**config.mk**
```make
export PLATFORM = sky130hd
export DESIGN_NAME = gradation_halftone_stage
export DESIGN_NICKNAME = d
export VERILOG_FILES = /design/src/core/gradation_pkg.sv /design/src/core/gradation_halftone_stage.sv
export SDC_FILE = /design/constraint.sdc
export NUM_CORES = 1
export LEC_CHECK = 0
export ABC_AREA = 1
export CAP_MARGIN = 20
export CORE_MARGIN = 8
export CORE_UTILIZATION = 30
export CTS_CLUSTER_DIAMETER = 150
export DETAILED_ROUTE_END_ITERATION = 10
export DONT_BUFFER_PORTS = 1
export GPL_TIMING_DRIVEN = 0
export REMOVE_ABC_BUFFERS = 1
export SLEW_MARGIN = 15
export SYNTH_ARGS = -nofsm -noshare
export SYNTH_HDL_FRONTEND = slang
export SYNTH_SLANG_ARGS = --single-unit
```
**constraint.sdc**
```tcl
create_clock -name mclk -period 7.4 [get_ports mclk]
set_clock_uncertainty 0.15 [all_clocks]
set_input_delay 1.48 -clock mclk [delete_from_list [all_inputs] [get_ports mclk]]
set_output_delay 1.48 -clock mclk [all_outputs]
set_load 0.05 [all_outputs]
```
**src/core/gradation_pkg.sv**
```systemverilog
package gradation_pkg;

    localparam int          AXI_ADDR_W     = 8;
    localparam int          AXI_DATA_W     = 32;
    localparam logic [7:0]  OFS_CTRL       = 8'h00;
    localparam logic [7:0]  OFS_THRESH     = 8'h04;
    localparam logic [7:0]  OFS_MATRIX     = 8'h08;
    localparam logic [7:0]  OFS_STATUS     = 8'h0C;
    localparam logic [1:0]  RESP_OKAY      = 2'h0;
    localparam logic [1:0]  RESP_SLVERR    = 2'h2;

    // Control register fields
    localparam int          CTL_MODE_LSB   = 0;
    localparam int          CTL_BIN_BIT    = 3;
    localparam int          CTL_FAX_BIT    = 4;
    localparam int          CTL_MEMCPY_BIT = 5;
    // Matrix select register fields
    localparam int          MTX_GDITH_LSB  = 0;
    localparam int          MTX_BDITH_LSB  = 2;
    localparam int          MTX_LINEW_LSB  = 4;
    // Status register fields
    localparam int          STS_BINACT_BIT = 3;
    localparam int          STS_HDD_BIT    = 4;
    localparam int          STS_PAGE_BIT   = 5;
    localparam int          STS_REFUSE_BIT = 6;

    localparam logic [5:0]  CTRL_RST       = 6'h00;
    localparam logic [7:0]  THRESH_RST     = 8'h80;
    localparam logic [5:0]  MATRIX_RST     = 6'h00;

    // Pixel levels and fixed gamma curve knees
    localparam logic [7:0]  LVL_WHITE      = 8'h00;
    localparam logic [7:0]  LVL_BLACK      = 8'hFF;
    localparam logic [7:0]  LVL_DARK       = 8'h80;
    localparam logic [7:0]  SCAN_KNEE      = 8'h40;
    localparam logic [7:0]  SCAN_BASE      = 8'h60;
    localparam logic [7:0]  PRN_KNEE       = 8'h80;
    localparam logic [7:0]  PRN_BASE       = 8'h60;
    localparam logic [9:0]  DITH_MID       = 10'h080;
    localparam logic [3:0]  ED_STEPS       = 4'h8;

    typedef enum logic [2:0] {
        ORIG_TEXT     = 3'h0,
        ORIG_TXTPHOTO = 3'h1,
        ORIG_PHOTO    = 3'h2,
        ORIG_COPIED   = 3'h3,
        ORIG_LOWDENS  = 3'h4
    } origMode_t;

    typedef enum logic [2:0] {
        M_GRAY      = 3'h0,
        M_THRESH    = 3'h1,
        M_ED_GRAY   = 3'h2,
        M_ED_BIN    = 3'h3,
        M_DITH_GRAY = 3'h4,
        M_DITH_BIN  = 3'h5,
        M_LINEW     = 3'h6
    } method_t;

    typedef enum logic [1:0] {
        POS_CENTRE = 2'h0,
        POS_LEFT   = 2'h1,
        POS_RIGHT  = 2'h2
    } pulsePos_t;

    typedef enum logic {
        PG_IDLE   = 1'b0,
        PG_ACTIVE = 1'b1
    } pageState_t;

endpackage

```
**src/core/gradation_halftone_stage.sv**
```systemverilog
// The register addresses and the AXI4-Lite slave port are this design's own decisions.
`timescale 1ns/10ps
// How it works
// - Scanner and printer gamma use fixed tables, no setting changes them.
// - Grayscale output carries one of 256 levels per pixel.
// - With the disk option present, binary processing cannot be selected.
// - Binary output is black or white, only for memory copy or fax.
// - Grayscale: text/lowdens plain, mixed diffusion, photo dither, copied linewidth.
// - Binary: text threshold, mixed 2-level diffusion, photo 2-level dither.
// - Binary reduces each 8-bit pixel to one bit against a threshold.
// - Grayscale pulse width follows the pixel level from 0 to 255.
// - Grayscale pulse sits left, centre or right by pixel location; binary always centre.
// - Diffusion only in mixed mode: neighbour error added, matrix compare.
// - Separate copy and fax diffusion matrices, chosen by operation.
// - Grayscale diffusion gives 9 levels from one matrix; binary gives 2.
// - Dither only in photo mode; matrix type chosen per gradation mode.
// - Line width correction only in copied mode, thins edge pixels.
module gradation_halftone_stage
    import gradation_pkg::*;
(
    input  wire logic                  mclk,
    input  wire logic                  rst,
    input  wire logic [AXI_ADDR_W-1:0] awaddr,
    input  wire logic                  awvalid,
    output logic                       awready,
    input  wire logic [AXI_DATA_W-1:0] wdata,
    input  wire logic [3:0]            wstrb,
    input  wire logic                  wvalid,
    output logic                       wready,
    output logic [1:0]                 bresp,
    output logic                       bvalid,
    input  wire logic                  bready,
    input  wire logic [AXI_ADDR_W-1:0] araddr,
    input  wire logic                  arvalid,
    output logic                       arready,
    output logic [AXI_DATA_W-1:0]      rdata,
    output logic [1:0]                 rresp,
    output logic                       rvalid,
    input  wire logic                  rready,
    input  wire logic                  hddPresent,
    input  wire logic                  pageStart,
    input  wire logic                  pageEnd,
    input  wire logic                  lineStart,
    input  wire logic                  pixValid,
    input  wire logic [7:0]            pixData,
    output logic                       outValid,
    output logic [7:0]                 outLevel,
    output logic                       outBit,
    output logic                       outBinary,
    output logic [1:0]                 pulsePos
);

    // Fixed gamma curves: logic constants, deliberately not writable
    function automatic logic [7:0] scanGamma(input logic [7:0] x);
        logic [7:0] d;
        d = x - SCAN_KNEE;
        if (x < SCAN_KNEE)
            scanGamma = x + (x >> 1);
        else
            scanGamma = SCAN_BASE + (d >> 1) + (d >> 2);
    endfunction

    function automatic logic [7:0] prnGamma(input logic [7:0] x);
        logic [7:0] d;
        d = x - PRN_KNEE;
        if (x < PRN_KNEE)
            prnGamma = x - (x >> 2);
        else
            prnGamma = PRN_BASE + d + (d >> 2);
    endfunction

    function automatic logic [7:0] ditherThr(input logic [1:0] kind,
                                            input logic [1:0] x,
                                            input logic [1:0] y);
        logic [3:0] b4;
        b4 = {x[0] ^ y[0], y[0], x[1] ^ y[1], y[1]};
        unique case (kind)
            2'h0: ditherThr = {b4, 4'h8};
            2'h1: ditherThr = {b4[3:2], 6'h20};
            2'h2: ditherThr = {x, 6'h20};
            2'h3: ditherThr = LVL_DARK;
        endcase
    endfunction

    // Diffusion matrices, 2x2, 5-bit fractional thresholds
    function automatic logic [4:0] edThr(input logic fax,
                                        input logic [1:0] x,
                                        input logic [1:0] y);
        logic [1:0] i;
        i = {y[0], x[0]};
        if (fax)
            edThr = {i[0] ^ i[1], i[1], 3'h4};
        else
            edThr = {i, 3'h4} ^ 5'h10;
    endfunction

    function automatic logic regHit(input logic [AXI_ADDR_W-1:0] a);
        regHit = (a == OFS_CTRL) || (a == OFS_THRESH) ||
                 (a == OFS_MATRIX) || (a == OFS_STATUS);
    endfunction

    // ---------------- register file ----------------
    logic                  awHeld_ff;
    logic                  wHeld_ff;
    logic [AXI_ADDR_W-1:0] awAddr_ff;
    logic [7:0]            wByte_ff;
    logic                  wLane_ff;
    logic [5:0]            ctrl_ff;
    logic [7:0]            thresh_ff;
    logic [5:0]            matrix_ff;
    logic                  bvalid_ff;
    logic [1:0]            bresp_ff;
    logic                  rvalid_ff;
    logic [1:0]            rresp_ff;
    logic [AXI_DATA_W-1:0] rdata_ff;
    logic                  doWrite;
    logic [7:0]            statusWord;

    assign awready = !awHeld_ff && !bvalid_ff;
    assign wready  = !wHeld_ff && !bvalid_ff;
    assign arready = !rvalid_ff;
    assign doWrite = awHeld_ff && wHeld_ff && !bvalid_ff;
    assign bvalid  = bvalid_ff;
    assign bresp   = bresp_ff;
    assign rvalid  = rvalid_ff;
    assign rresp   = rresp_ff;
    assign rdata   = rdata_ff;

    always_ff @(posedge mclk) begin
        if (rst) begin
            awHeld_ff <= 1'b0;
            awAddr_ff <= '0;
        end else if (awvalid && awready) begin
            awHeld_ff <= 1'b1;
            awAddr_ff <= awaddr;
        end else if (doWrite) begin
            awHeld_ff <= 1'b0;
        end
    end

    always_ff @(posedge mclk) begin
        if (rst) begin
            wHeld_ff <= 1'b0;
            wByte_ff <= '0;
            wLane_ff <= 1'b0;
        end else if (wvalid && wready) begin
            wHeld_ff <= 1'b1;
            wByte_ff <= wdata[7:0];
            wLane_ff <= wstrb[0];
        end else if (doWrite) begin
            wHeld_ff <= 1'b0;
        end
    end

    // Only byte lane 0 carries register bits; other lanes are ignored
    always_ff @(posedge mclk) begin
        if (rst) begin
            ctrl_ff   <= CTRL_RST;
            thresh_ff <= THRESH_RST;
            matrix_ff <= MATRIX_RST;
        end else if (doWrite && wLane_ff) begin
            if (awAddr_ff == OFS_CTRL)
                ctrl_ff <= wByte_ff[5:0];
            if (awAddr_ff == OFS_THRESH)
                thresh_ff <= wByte_ff;
            if (awAddr_ff == OFS_MATRIX)
                matrix_ff <= wByte_ff[5:0];
        end
    end

    always_ff @(posedge mclk) begin
        if (rst) begin
            bvalid_ff <= 1'b0;
            bresp_ff  <= RESP_OKAY;
        end else if (doWrite) begin
            bvalid_ff <= 1'b1;
            bresp_ff  <= regHit(awAddr_ff) ? RESP_OKAY : RESP_SLVERR;
        end else if (bready) begin
            bvalid_ff <= 1'b0;
        end
    end

    always_ff @(posedge mclk) begin
        if (rst) begin
            rvalid_ff <= 1'b0;
            rresp_ff  <= RESP_OKAY;
            rdata_ff  <= '0;
        end else if (arvalid && arready) begin
            rvalid_ff <= 1'b1;
            rresp_ff  <= regHit(araddr) ? RESP_OKAY : RESP_SLVERR;
            unique case (araddr)
                OFS_CTRL:   rdata_ff <= {26'h0, ctrl_ff};
                OFS_THRESH: rdata_ff <= {24'h0, thresh_ff};
                OFS_MATRIX: rdata_ff <= {26'h0, matrix_ff};
                OFS_STATUS: rdata_ff <= {24'h0, statusWord};
                default:    rdata_ff <= '0;
            endcase
        end else if (rready) begin
            rvalid_ff <= 1'b0;
        end
    end

    // ---------------- option strap and page latch ----------------
    logic       hddMeta_ff;
    logic       hddSync_ff;
    pageState_t pageSt_ff;
    method_t    cfgMethod_ff;
    logic       cfgFax_ff;
    logic [7:0] cfgThresh_ff;
    logic [5:0] cfgMatrix_ff;
    logic       refused_ff;
    method_t    nxt_method;
    logic       wantBin;
    logic       nxt_bin;
    origMode_t  reqMode;

    always_ff @(posedge mclk) begin
        if (rst) begin
            hddMeta_ff <= 1'b0;
            hddSync_ff <= 1'b0;
        end else begin
            hddMeta_ff <= hddPresent;
            hddSync_ff <= hddMeta_ff;
        end
    end

    assign reqMode = origMode_t'(ctrl_ff[CTL_MODE_LSB +: 3]);
    assign wantBin = ctrl_ff[CTL_BIN_BIT];
    assign nxt_bin = wantBin && !hddSync_ff &&
                     (ctrl_ff[CTL_FAX_BIT] || ctrl_ff[CTL_MEMCPY_BIT]);

    always_comb begin
        nxt_method = M_GRAY;
        unique case (reqMode)
            ORIG_TXTPHOTO: nxt_method = nxt_bin ? M_ED_BIN : M_ED_GRAY;
            ORIG_PHOTO:    nxt_method = nxt_bin ? M_DITH_BIN : M_DITH_GRAY;
            ORIG_COPIED:   nxt_method = nxt_bin ? M_THRESH : M_LINEW;
            ORIG_TEXT:     nxt_method = nxt_bin ? M_THRESH : M_GRAY;
            default:       nxt_method = nxt_bin ? M_THRESH : M_GRAY;
        endcase
    end

    // Settings frozen for the whole page so a mid-page write cannot tear it
    always_ff @(posedge mclk) begin
        if (rst) begin
            pageSt_ff    <= PG_IDLE;
            cfgMethod_ff <= M_GRAY;
            cfgFax_ff    <= 1'b0;
            cfgThresh_ff <= THRESH_RST;
            cfgMatrix_ff <= MATRIX_RST;
            refused_ff   <= 1'b0;
        end else if (pageStart) begin
            pageSt_ff    <= PG_ACTIVE;
            cfgMethod_ff <= nxt_method;
            cfgFax_ff    <= ctrl_ff[CTL_FAX_BIT];
            cfgThresh_ff <= thresh_ff;
            cfgMatrix_ff <= matrix_ff;
            refused_ff   <= wantBin && !nxt_bin;
        end else if (pageEnd) begin
            pageSt_ff    <= PG_IDLE;
        end
    end

    logic cfgBin;
    assign cfgBin = (cfgMethod_ff == M_THRESH) || (cfgMethod_ff == M_ED_BIN)
                 || (cfgMethod_ff == M_DITH_BIN);
    assign statusWord = {1'b0, refused_ff, pageSt_ff == PG_ACTIVE,
                         hddSync_ff, cfgBin, cfgMethod_ff};

    // ---------------- pixel window ----------------
    // One-pixel look-ahead; the last two pixels of a line are not emitted
    logic [7:0] prevPix_ff;
    logic [7:0] curPix_ff;
    logic [7:0] nextPix_ff;
    logic [1:0] fill_ff;
    logic [1:0] xPos_ff;
    logic [1:0] yPos_ff;
    logic       winOk;
    logic       take;

    assign take  = pixValid && pageSt_ff == PG_ACTIVE;
    assign winOk = fill_ff[1];

    always_ff @(posedge mclk) begin
        if (rst || lineStart) begin
            prevPix_ff <= LVL_WHITE;
            curPix_ff  <= LVL_WHITE;
            nextPix_ff <= LVL_WHITE;
            fill_ff    <= '0;
            xPos_ff    <= '0;
        end else if (take) begin
            prevPix_ff <= curPix_ff;
            curPix_ff  <= nextPix_ff;
            nextPix_ff <= scanGamma(pixData);
            fill_ff    <= winOk ? fill_ff : fill_ff + 2'h1;
            xPos_ff    <= winOk ? xPos_ff + 2'h1 : xPos_ff;
        end
    end

    always_ff @(posedge mclk) begin
        if (rst || pageStart)
            yPos_ff <= '0;
        else if (lineStart)
            yPos_ff <= yPos_ff + 2'h1;
    end

    // ---------------- gradation methods ----------------
    logic       prevLight;
    logic       nextLight;
    logic       curDark;
    logic [9:0] edSum;
    logic [7:0] edCorr;
    logic [3:0] edQ;
    logic [7:0] edLvl;
    logic [7:0] dThr;
    logic [9:0] dgSum;
    logic [7:0] lwLvl;
    logic [7:0] nxt_raw;
    logic       nxt_bit;
    logic [9:0] err_ff;
    pulsePos_t  nxt_pos;

    assign prevLight = prevPix_ff < LVL_DARK;
    assign nextLight = nextPix_ff < LVL_DARK;
    assign curDark   = curPix_ff >= LVL_DARK;
    assign dThr      = ditherThr(cfgBin ? cfgMatrix_ff[MTX_BDITH_LSB +: 2]
                                        : cfgMatrix_ff[MTX_GDITH_LSB +: 2],
                                 xPos_ff, yPos_ff);
    assign dgSum     = {2'h0, curPix_ff} + {2'h0, dThr} - DITH_MID;
    assign edSum     = {2'h0, curPix_ff} + err_ff;
    assign edCorr    = edSum[9] ? LVL_WHITE
                     : (edSum[8] ? LVL_BLACK : edSum[7:0]);

    always_comb begin
        edQ = {1'b0, edCorr[7:5]};
        if (edCorr[4:0] >= edThr(cfgFax_ff, xPos_ff, yPos_ff))
            edQ = edQ + 4'h1;
        edLvl = (edQ == ED_STEPS) ? LVL_BLACK : {edQ[2:0], 5'h00};
    end

    // Thin dark pixels sitting on a black/white edge along the scan line
    always_comb begin
        lwLvl = curPix_ff;
        if (curDark && (prevLight != nextLight)) begin
            unique case (cfgMatrix_ff[MTX_LINEW_LSB +: 2])
                2'h0: lwLvl = curPix_ff;
                2'h1: lwLvl = curPix_ff - (curPix_ff >> 2);
                2'h2: lwLvl = curPix_ff >> 1;
                2'h3: lwLvl = LVL_WHITE;
            endcase
        end
    end

    always_comb begin
        nxt_raw = curPix_ff;
        nxt_bit = 1'b0;
        unique case (cfgMethod_ff)
            M_THRESH:    nxt_bit = curPix_ff >= cfgThresh_ff;
            M_ED_BIN:    nxt_bit = edCorr >= {edThr(cfgFax_ff, xPos_ff,
                                                 yPos_ff), 3'h0};
            M_DITH_BIN:  nxt_bit = curPix_ff > dThr;
            M_ED_GRAY:   nxt_raw = edLvl;
            M_DITH_GRAY: nxt_raw = dgSum[9] ? LVL_WHITE
                                 : (dgSum[8] ? LVL_BLACK : dgSum[7:0]);
            M_LINEW:     nxt_raw = lwLvl;
            default:     nxt_raw = curPix_ff;
        endcase
        if (cfgBin)
            nxt_raw = nxt_bit ? LVL_BLACK : LVL_WHITE;
    end

    // Error carried along the line to the right neighbour
    always_ff @(posedge mclk) begin
        if (rst || lineStart)
            err_ff <= '0;
        else if (take && winOk)
            err_ff <= {2'h0, edCorr} -
                      {2'h0, cfgBin ? nxt_raw : edLvl};
    end

    always_comb begin
        nxt_pos = POS_CENTRE;
        if (!cfgBin && prevLight && !nextLight)
            nxt_pos = POS_RIGHT;
        else if (!cfgBin && !prevLight && nextLight)
            nxt_pos = POS_LEFT;
    end

    logic       outValid_ff;
    logic [7:0] outLevel_ff;
    logic [7:0] raw_ff;
    logic       outBit_ff;
    logic [1:0] pulsePos_ff;

    always_ff @(posedge mclk) begin
        if (rst) begin
            outValid_ff <= 1'b0;
            outLevel_ff <= LVL_WHITE;
            raw_ff      <= LVL_WHITE;
            outBit_ff   <= 1'b0;
            pulsePos_ff <= POS_CENTRE;
        end else begin
            outValid_ff <= take && winOk;
            if (take && winOk) begin
                raw_ff      <= nxt_raw;
                outLevel_ff <= cfgBin ? nxt_raw : prnGamma(nxt_raw);
                outBit_ff   <= nxt_bit;
                pulsePos_ff <= nxt_pos;
            end
        end
    end

    assign outValid  = outValid_ff;
    assign outLevel  = outLevel_ff;
    assign outBit    = outBit_ff;
    assign outBinary = cfgBin;
    assign pulsePos  = pulsePos_ff;

    AST_NO_BIN_WITH_HDD: assert property (@(posedge mclk) disable iff (rst)
        pageStart && hddSync_ff |=> !cfgBin)
        else $error("binary mode latched with disk option present");

    AST_BIN_TWO_LEVELS: assert property (@(posedge mclk) disable iff (rst)
        outValid && outBinary |-> outLevel == LVL_BLACK || outLevel == LVL_WHITE)
        else $error("binary output not black or white");

    AST_THRESHOLD: assert property (@(posedge mclk) disable iff (rst)
        take && winOk && cfgMethod_ff == M_THRESH
        |=> outBit == ($past(curPix_ff) >= $past(cfgThresh_ff)))
        else $error("threshold result wrong");

    AST_PAGE_HOLD: assert property (@(posedge mclk) disable iff (rst)
        pageSt_ff == PG_ACTIVE && !pageStart [*2] |-> $stable(cfgMethod_ff))
        else $error("method changed inside a page");

    AST_GRAY_MAP: assert property (@(posedge mclk) disable iff (rst)
        pageStart && !nxt_bin && reqMode == ORIG_PHOTO
        |=> cfgMethod_ff == M_DITH_GRAY)
        else $error("photo grayscale not dithered");

    AST_BIN_MAP: assert property (@(posedge mclk) disable iff (rst)
        pageStart && nxt_bin && reqMode == ORIG_TXTPHOTO
        |=> cfgMethod_ff == M_ED_BIN)
        else $error("mixed binary not diffused");

    AST_ED_NINE: assert property (@(posedge mclk) disable iff (rst)
        outValid && cfgMethod_ff == M_ED_GRAY
        |-> raw_ff[4:0] == 5'h00 || raw_ff == LVL_BLACK)
        else $error("diffusion level off the nine-step grid");

    AST_PULSE_RIGHT: assert property (@(posedge mclk) disable iff (rst)
        take && winOk && !cfgBin && prevLight && !nextLight
        |=> pulsePos == POS_RIGHT)
        else $error("rising edge pulse not right aligned");

    AST_GRAY_PASS: assert property (@(posedge mclk) disable iff (rst)
        take && winOk && cfgMethod_ff == M_GRAY
        |=> outLevel == prnGamma($past(curPix_ff)))
        else $error("plain grayscale level wrong");

endmodule

```
==> Flow_metrics.wiki, run 1 <==
{| class="wikitable"
! Metric !! Value
|-
| Part of the Yosys area used for sequential elements || 28.9%
|-
| Worst setup EP type || flop
|-
| Final hold slack || 0.256 ns
|-
| Dominant cell type by area after synthesis || sky130_fd_sc_hd__dfxtp_1
|-
| Clock tree from TritonCTS || yes
|-
| Number of synthesized flops with an enable pin || 0
|-
| Starting density of the core || 30.3%
|-
| Later-pin clock latency in the skew report || 0.42 ns
|-
| WP data required || 7.56 ns
|-
| Time the worst path needs with I/O delays and setup || 6.77 ns
|-
| Max Transition Viols Final || 0
|-
| Chip width || 180 microns
|-
| Number of iterations in the first detailed-routing pass || 5
|-
| Main flop type after synthesis || sky130_fd_sc_hd__dfxtp_1
|-
| Maximum number of pins on one net before global-route repair || 38
|-
| Hold Crit Class || flop to flop
|-
| Portion of netlist area occupied by mux cells || 0%
|-
| Die ar. || 32500 sq um
|-
| Synth area leaders || sky130_fd_sc_hd__dfxtp_1 29%, sky130_fd_sc_hd__ha_1 13%, sky130_fd_sc_hd__inv_1 8.6%
|-
| Area of the mapped netlist || 8100 sq um
|-
| Switching power || 0.498 mW
|-
| Global Route Usage Sum || 13.1%
|-
| Number of placement rows || 60
|-
| Post-CTS repair timing setup buffer count || 0
|-
| Share of final-layout standard cells stronger than drive strength 1 || 7.46%
|-
| Number of diodes || 0
|-
| Weighted congestion reported at the end of routability-driven placement || 0.878
|-
| Post-synth cell types || 51
|-
| Clock-pin slew reported for the worst setup and hold paths after clock tree synthesis || 0.06 ns
|-
| Comb power frac || 12.6%
|-
| Avg WL per Cell || 14.2 microns
|-
| Outcome || completed
|-
| Hold Vio Cnt, Final || 0
|-
| Share of Yosys cell area claimed by the top area cell type || 28.9%
|-
| Count of mapped cells out of synthesis || 1126
|-
| Seq pwr share || 39.0%
|-
| Synthesized flop and latch total || 117
|-
| Vias post-DR || 7158
|-
| Period utilization || 91.5%
|-
| Vias per std cell || 4.84
|-
| Count of input and output buffers || 0
|-
| Data arrival time of the critical path || 6.94 ns
|-
| Count of endpoints failing setup in the final report || 0
|-
| Most frequent CP cell || sky130_fd_sc_hd__ha_1
|-
| Drc violations || 0
|-
| Count of H-tree levels built during CTS || 4
|-
| Sw frac || 29.3%
|-
| Avg Synthesized Cell Area || 7.20 sq um
|-
| Slowest library cell on the worst path || sky130_fd_sc_hd__clkinvlp_4
|-
| Maximum VDD drop || 0.158 mV
|-
| Count of clock tree sinks || 117
|-
| Share of the core filled with cells || 33.8%
|-
| PD cells || 188 nW/um^2
|-
| First-iteration detailed-routing DRC count || 450
|-
| Final Net Count || 1296
|-
| Die height || 180 microns
|-
| Compound-Gate Fraction of Synth Area || 22.5%
|-
| Share of synthesized cell area in and, or, nand and nor gates || 17.7%
|-
| Type of origin of the critical path || flop
|-
| Warnings, synthesis || 0
|-
| Area inside the core boundary || 26700 sq um
|-
| Proportion of synthesized flip-flops having asynchronous set or reset || 0%
|-
| RSZ-0062 raised after global routing || false
|-
| Root cell of the clock tree || sky130_fd_sc_hd__clkbuf_16
|-
| Clock group share of total power || 48.5%
|-
| Most used cells in the layout excluding fill and tap cells || 184 x sky130_fd_sc_hd__inv_1, 159 x sky130_fd_sc_hd__nand2_1, 117 x sky130_fd_sc_hd__dfxtp_1
|-
| Vias in the first global route || 7172
|-
| Largest family of logic cells by synthesized area || compound AO/OA/AOI/OAI gates
|-
| Clock buffer count from CTS || 17
|-
| # Max-Cap Violations || 0
|-
| Antenna-violating nets left || 0
|-
| Synthesized-area fraction occupied by adder cells || 16.2%
|-
| Max stage delay on crit path || 0.42 ns
|-
| Wire length of the first global-routing pass || 35400 microns
|-
| Leakage || 4.04 nW
|-
| Least-Margin Pin Slew || 1.06 ns
|-
| Max clock buf depth || 2
|-
| Slew margin rel. || 29.3%
|-
| Internal power contribution || 1.20 mW
|-
| GRT Residual Overflow || 0
|-
| Number of antenna violations at the first check in global routing || 0
|-
| Critical path type || flop to flop
|-
| Final Power || 1.70 mW
|-
| Area Overhead vs Synth || 11.5%
|-
| Maximum frequency from static timing analysis || 0.148 GHz
|-
| Top fanout value on the critical path || 18
|-
| I/O pin count || 126
|-
| Wire length reported by the detailed router || 21000 microns
|-
| Detailed Place HPWL || 16200 microns
|-
| Most common cell after layout, fill and taps aside || sky130_fd_sc_hd__inv_1
|-
| XOR/XNOR share of the synthesized area || 2.16%
|}
[flip-flops by register name, summed over array words and instances (netlist names), 2 cells and up]
signal,cells
outLevel,8
cfgMatrix_ff,6
rdata,8
matrix_ff,6
nextPix_ff,8
curPix_ff,8
xPos_ff,2
yPos_ff,2
pulsePos,2
ctrl_ff,6
awAddr_ff,8
fill_ff,2
err_ff,9
cfgMethod_ff,3
cfgThresh_ff,8
wByte_ff,8
thresh_ff,8
[layer usage]
metal	share of wire, %	track usage (%)	vias to the layer above
met5	0	0	-
met4	1.1	3.17	0
met3	6.5	4.15	24
met2	45	21.7	152
met1	47	16.2	3282
li1	-	-	3700
[cells by family after synthesis]
group           after synthesis
simple gates                326
compound gates              321
buf+inv                     243
flops                       117
fa+ha+maj                    98
xor+xnor                     20
other cells                   1
[final timing paths]
kind,from,end,slack (ns),cells after the start
setup / recovery,cfgMethod_ff[1],outLevel[7],0.63,35
hold reg to reg,hddMeta_ff,hddSync_ff,0.26,2
setup reg to reg,cfgMethod_ff[1],outLevel[7],0.63,35
hold / removal,hddMeta_ff,hddSync_ff,0.26,2
[cells in the mapped netlist (2+ instances only)]
library cell                 n
sky130_fd_sc_hd__clkbuf_1   21
sky130_fd_sc_hd__buf_4      26
sky130_fd_sc_hd__o221ai_1    4
sky130_fd_sc_hd__nand4_1    11
sky130_fd_sc_hd__nor4_1      7
sky130_fd_sc_hd__buf_1       2
sky130_fd_sc_hd__fa_1       12
sky130_fd_sc_hd__ha_1       86
sky130_fd_sc_hd__nor2_1     89
sky130_fd_sc_hd__nor3b_1     2
sky130_fd_sc_hd__a31oi_1     9
sky130_fd_sc_hd__nand2_4     5
sky130_fd_sc_hd__o211ai_1    9
sky130_fd_sc_hd__o21ai_1     4
sky130_fd_sc_hd__o31ai_1     4
sky130_fd_sc_hd__nand3_2     2
sky130_fd_sc_hd__nand2_1   159
sky130_fd_sc_hd__inv_2       6
sky130_fd_sc_hd__nand3b_1    3
sky130_fd_sc_hd__o21bai_1    7
sky130_fd_sc_hd__xnor2_1     5
sky130_fd_sc_hd__a21oi_1   115
sky130_fd_sc_hd__dfxtp_1   117
sky130_fd_sc_hd__o21ai_0   117
sky130_fd_sc_hd__xor2_1     15
sky130_fd_sc_hd__clkinv_1    2
sky130_fd_sc_hd__o32ai_1     4
sky130_fd_sc_hd__inv_1     185
sky130_fd_sc_hd__a221o_1     2
sky130_fd_sc_hd__a21oi_2     6
sky130_fd_sc_hd__nand3_1    23
sky130_fd_sc_hd__o22ai_1    22
sky130_fd_sc_hd__a211oi_1    7
sky130_fd_sc_hd__nand2_2    13
sky130_fd_sc_hd__nor3_1      8
sky130_fd_sc_hd__o21a_1      2
[area by class of cell]
cell class,instances,area [sq um]
Clock inverter,12,116
Fill cell,2931,17700
Tap cell,341,427
Multi-Input combinational cell,791,4890
Timing Repair inverter,1,5.00
Sequential cell,117,2340
Timing Repair Buffer,5,53.8
Inverter,193,728
Clock buffer,20,467
[power groups by stage]
stage / logic [mW] / registers (mW) / clock network, mW
floorplan: 0.174 / 0.672 / 0
global placement: 0.209 / 0.676 / 0
detailed placement: 0.213 / 0.677 / 0
CTS: 0.214 / 0.663 / 0.837
global route: 0.246 / 0.665 / 0.864
finish: 0.214 / 0.663 / 0.825
[stage by stage]
step / setup WS, ns / setup TNS, ns / instance area [sq um] / std cells
2_1_floorplan: 0.923 / 0 / 7910 / 1101
3_3_place_gp: -0.883 / -3.32 / 8340 / 1442
3_5_place_dp: 0.400 / 0 / 8410 / 1447
4_1_cts: 0.368 / 0 / 8990 / 1479
5_1_grt: 0.0267 / 0 / 9030 / 1480
6_report: 0.630 / 0 / 9030 / 1480
[critical path, delay by kind of cell (launching register included)]
kind / cells / cell delay, ns
fa+ha+maj: 6 / 1.92
compound gates: 11 / 1.63
simple gates: 12 / 1.47
buf+inv: 6 / 1.04
flops: 1 / 0.40
[timing repair]
action	4_1_cts	5_1_grt
gates resized for setup	0	8
hold buffers	0	0
setup endpoints to repair	0	3
(Power assumes the default switching activity.)
==> run 2: changes to the inputs <==
CORE_UTILIZATION = 55   (was 30)
PLACE_DENSITY = 0.7   (was unset)
==> run 2 against run 1 <==
Sequential power barely moved; worst setup slack worse by 0.020 ns; count of clock-buffer cells in the layout grew 1; via count down 0.22%; die area decreased by 42%; non-clock buffer count decreased by 1; maximum frequency shrank 0.29%; clock power fell by 1%; sequential share of layout area up 0.65 points; highest routed layer unchanged.
==> Flow_metrics.wiki, run 2 (synthesized netlist as in run 1, its figures left out) <==
{| class="wikitable"
! Metric !! Value
|-
| Outcome || completed
|-
| Number of antenna violations at the first check in global routing || 0
|-
| Number of placement rows || 44
|-
| Post-route setup slack || 0.610 ns
|-
| Maximum frequency from static timing analysis || 0.147 GHz
|-
| Crit path from || cfgMethod_ff[1]
|-
| Starting density of the core || 56.0%
|-
| Avg WL per Cell || 14.7 microns
|-
| Largest reg by FF count || err_ff
|-
| Vias post-DR || 7142
|-
| Global Route Usage Sum || 20.9%
|-
| Wire length reported by the detailed router || 19500 microns
|-
| Hold Crit Class || flop to flop
|-
| Max Transition Viols Final || 0
|-
| Vias per std cell || 5.40
|-
| Data arrival time of the critical path || 6.98 ns
|-
| Period utilization || 91.8%
|-
| Register area || 2340 sq um
|-
| Clock-pin slew reported for the worst setup and hold paths after clock tree synthesis || 0.06 ns
|-
| Number of iterations in the first detailed-routing pass || 6
|-
| Count of filler cells inserted in the layout || 1419
|-
| Clock buffer count from CTS || 17
|-
| Endpoint with the worst hold slack || hddSync_ff
|-
| End of the worst register-to-register path || outLevel[7]
|-
| Later-pin clock latency in the skew report || 0.41 ns
|-
| Flip-flop count of the largest register after layout || 9
|-
| Register-to-register setup slack || 0.61 ns
|-
| PD cells || 192 nW/um^2
|-
| RSZ-0062 raised after global routing || false
|-
| Max clock buf depth || 2
|-
| Slowest library cell on the worst path || sky130_fd_sc_hd__fa_1
|-
| Setup TNS || 0 ns
|-
| Root cell of the clock tree || sky130_fd_sc_hd__clkbuf_16
|-
| Most frequent CP cell || sky130_fd_sc_hd__inv_1
|-
| Chip width || 137 microns
|-
| Worst Reg-to-Reg Cells || 34
|-
| Weighted congestion reported at the end of routability-driven placement || 0.889
|-
| Hold depth || 2
|-
| Worst setup EP type || flop
|-
| Count of clock tree sinks || 117
|-
| Count of H-tree levels built during CTS || 4
|-
| Wire length of the first global-routing pass || 31700 microns
|-
| # Max-Cap Violations || 0
|-
| Slew margin rel. || 28.4%
|-
| Share of final-layout standard cells stronger than drive strength 1 || 7.12%
|-
| Leakage || 4.02 nW
|-
| Die height || 137 microns
|-
| Most used cells in the layout excluding fill and tap cells || 184 x sky130_fd_sc_hd__inv_1, 159 x sky130_fd_sc_hd__nand2_1, 117 x sky130_fd_sc_hd__dfxtp_1
|-
| Antenna-violating nets left || 0
|-
| Number of cells in the finished layout apart from fillers || 1322
|-
| Die ar. || 18900 sq um
|-
| Post-cts hold buffer count || 0
|-
| Max stage delay on crit path || 0.41 ns
|-
| Area inside the core boundary || 14500 sq um
|-
| Post-CTS repair timing setup buffer count || 0
|-
| Worst slack at placement || 0.412 ns
|-
| Count of input and output buffers || 0
|-
| Hold Vio Cnt, Final || 0
|-
| Time the worst path needs with I/O delays and setup || 6.79 ns
|-
| Count of endpoints failing setup in the final report || 0
|-
| Type of origin of the critical path || flop
|-
| Drc violations || 0
|-
| Final hold slack || 0.250 ns
|-
| Maximum VDD drop || 0.171 mV
|-
| Clock tree from TritonCTS || yes
|-
| Maximum number of pins on one net before global-route repair || 38
|-
| Cell total after placement || 1289
|-
| I/O pin count || 126
|-
| Most common cell after layout, fill and taps aside || sky130_fd_sc_hd__inv_1
|-
| Final Net Count || 1295
|-
| Top fanout value on the critical path || 16
|-
| Vias in the first global route || 6702
|-
| Number of diodes || 0
|-
| WP data required || 7.59 ns
|-
| Least-Margin Pin Slew || 1.07 ns
|-
| Critical path type || flop to flop
|-
| GRT Residual Overflow || 0
|-
| Startpoint of the worst hold path || hddMeta_ff
|-
| Area occupied by multi-input gates || 4880 sq um
|-
| Final Power || 1.69 mW
|-
| First-iteration detailed-routing DRC count || 457
|-
| Start of the worst register-to-register path || cfgMethod_ff[1]
|-
| Area Overhead vs Synth || 8.72%
|-
| Detailed Place HPWL || 14900 microns
|}
==> run 2: cell types whose count changed in the layout (fill, tap and decap cells not counted), sizes merged <==
cell      delta
clkinvlp     +1
bufinv       +1
clkbuf       +1
buf          -1
inv          -3
==> run 2: layout make-up <==
type / count / share of cell area, %
timing repair buffer: 4 / 0.440
timing repair inverter: 1 / 0.0568
tap: 184 / 2.61
inverter: 193 / 8.27
multi-input combinational: 791 / 55.4
clock inverter: 11 / 1.41
sequential: 117 / 26.6
clock buffer: 21 / 5.23
==> run 2: worst max-delay path by stage <==
stage / to / slack, ns / cells past startpoint
final: outLevel[7] / 0.61 / 34
after CTS: outLevel[7] / 0.33 / 34
after global routing: outLevel[7] / 0.003 / 34
after floorplan: outLevel[7] / 0.92 / 32
after detailed placement: outLevel[7] / 0.41 / 34
after global placement: outLevel[7] / -0.99 / 32
==> run 2: worst max-delay path: cells and delay by family, from the launching register on <==
kind	cells	cell delay [ns]
AND/OR/NAND/NOR	8	0.62
adder cells (fa/ha/maj)	7	2.19
buffers and inverters	8	1.18
XOR/XNOR	1	0.19
AO/OA/AOI/OAI	10	1.95
flip-flops	1	0.40
==> run 2: layer usage <==
layer	part of all wire [%]	wire length, microns	vias to the layer above	GRT usage [%]
met5	0	0	-	0
met3	6.9	1330	33	5.18
met2	46	9040	224	34.7
met1	45	8780	3183	26.2
li1	-	-	3702	-
met4	1.6	308	0	6.34
==> run 2: per-stage QoR <==
stage / instance area (sq um) / utilization, %
CTS: 8780 / 60.7
global route: 8810 / 60.8
global placement: 8140 / 56.2
detailed placement: 8200 / 56.6
floorplan: 7910 / -
finish: 8810 / 60.8
==> run 2: where the power goes <==
part	total, mW	internal, mW	switching (mW)	leakage (nW)
logic	0.212	0.0644	0.148	2.79
registers	0.663	0.646	0.0172	0.949
clock network	0.813	0.514	0.300	0.280
total	1.69	1.22	0.465	4.02
==> run 2: repair_timing <==
action,in CTS,in global routing
setup endpoints to repair,0,3
endpoints found under the hold margin,0,0
gates resized for setup,0,6
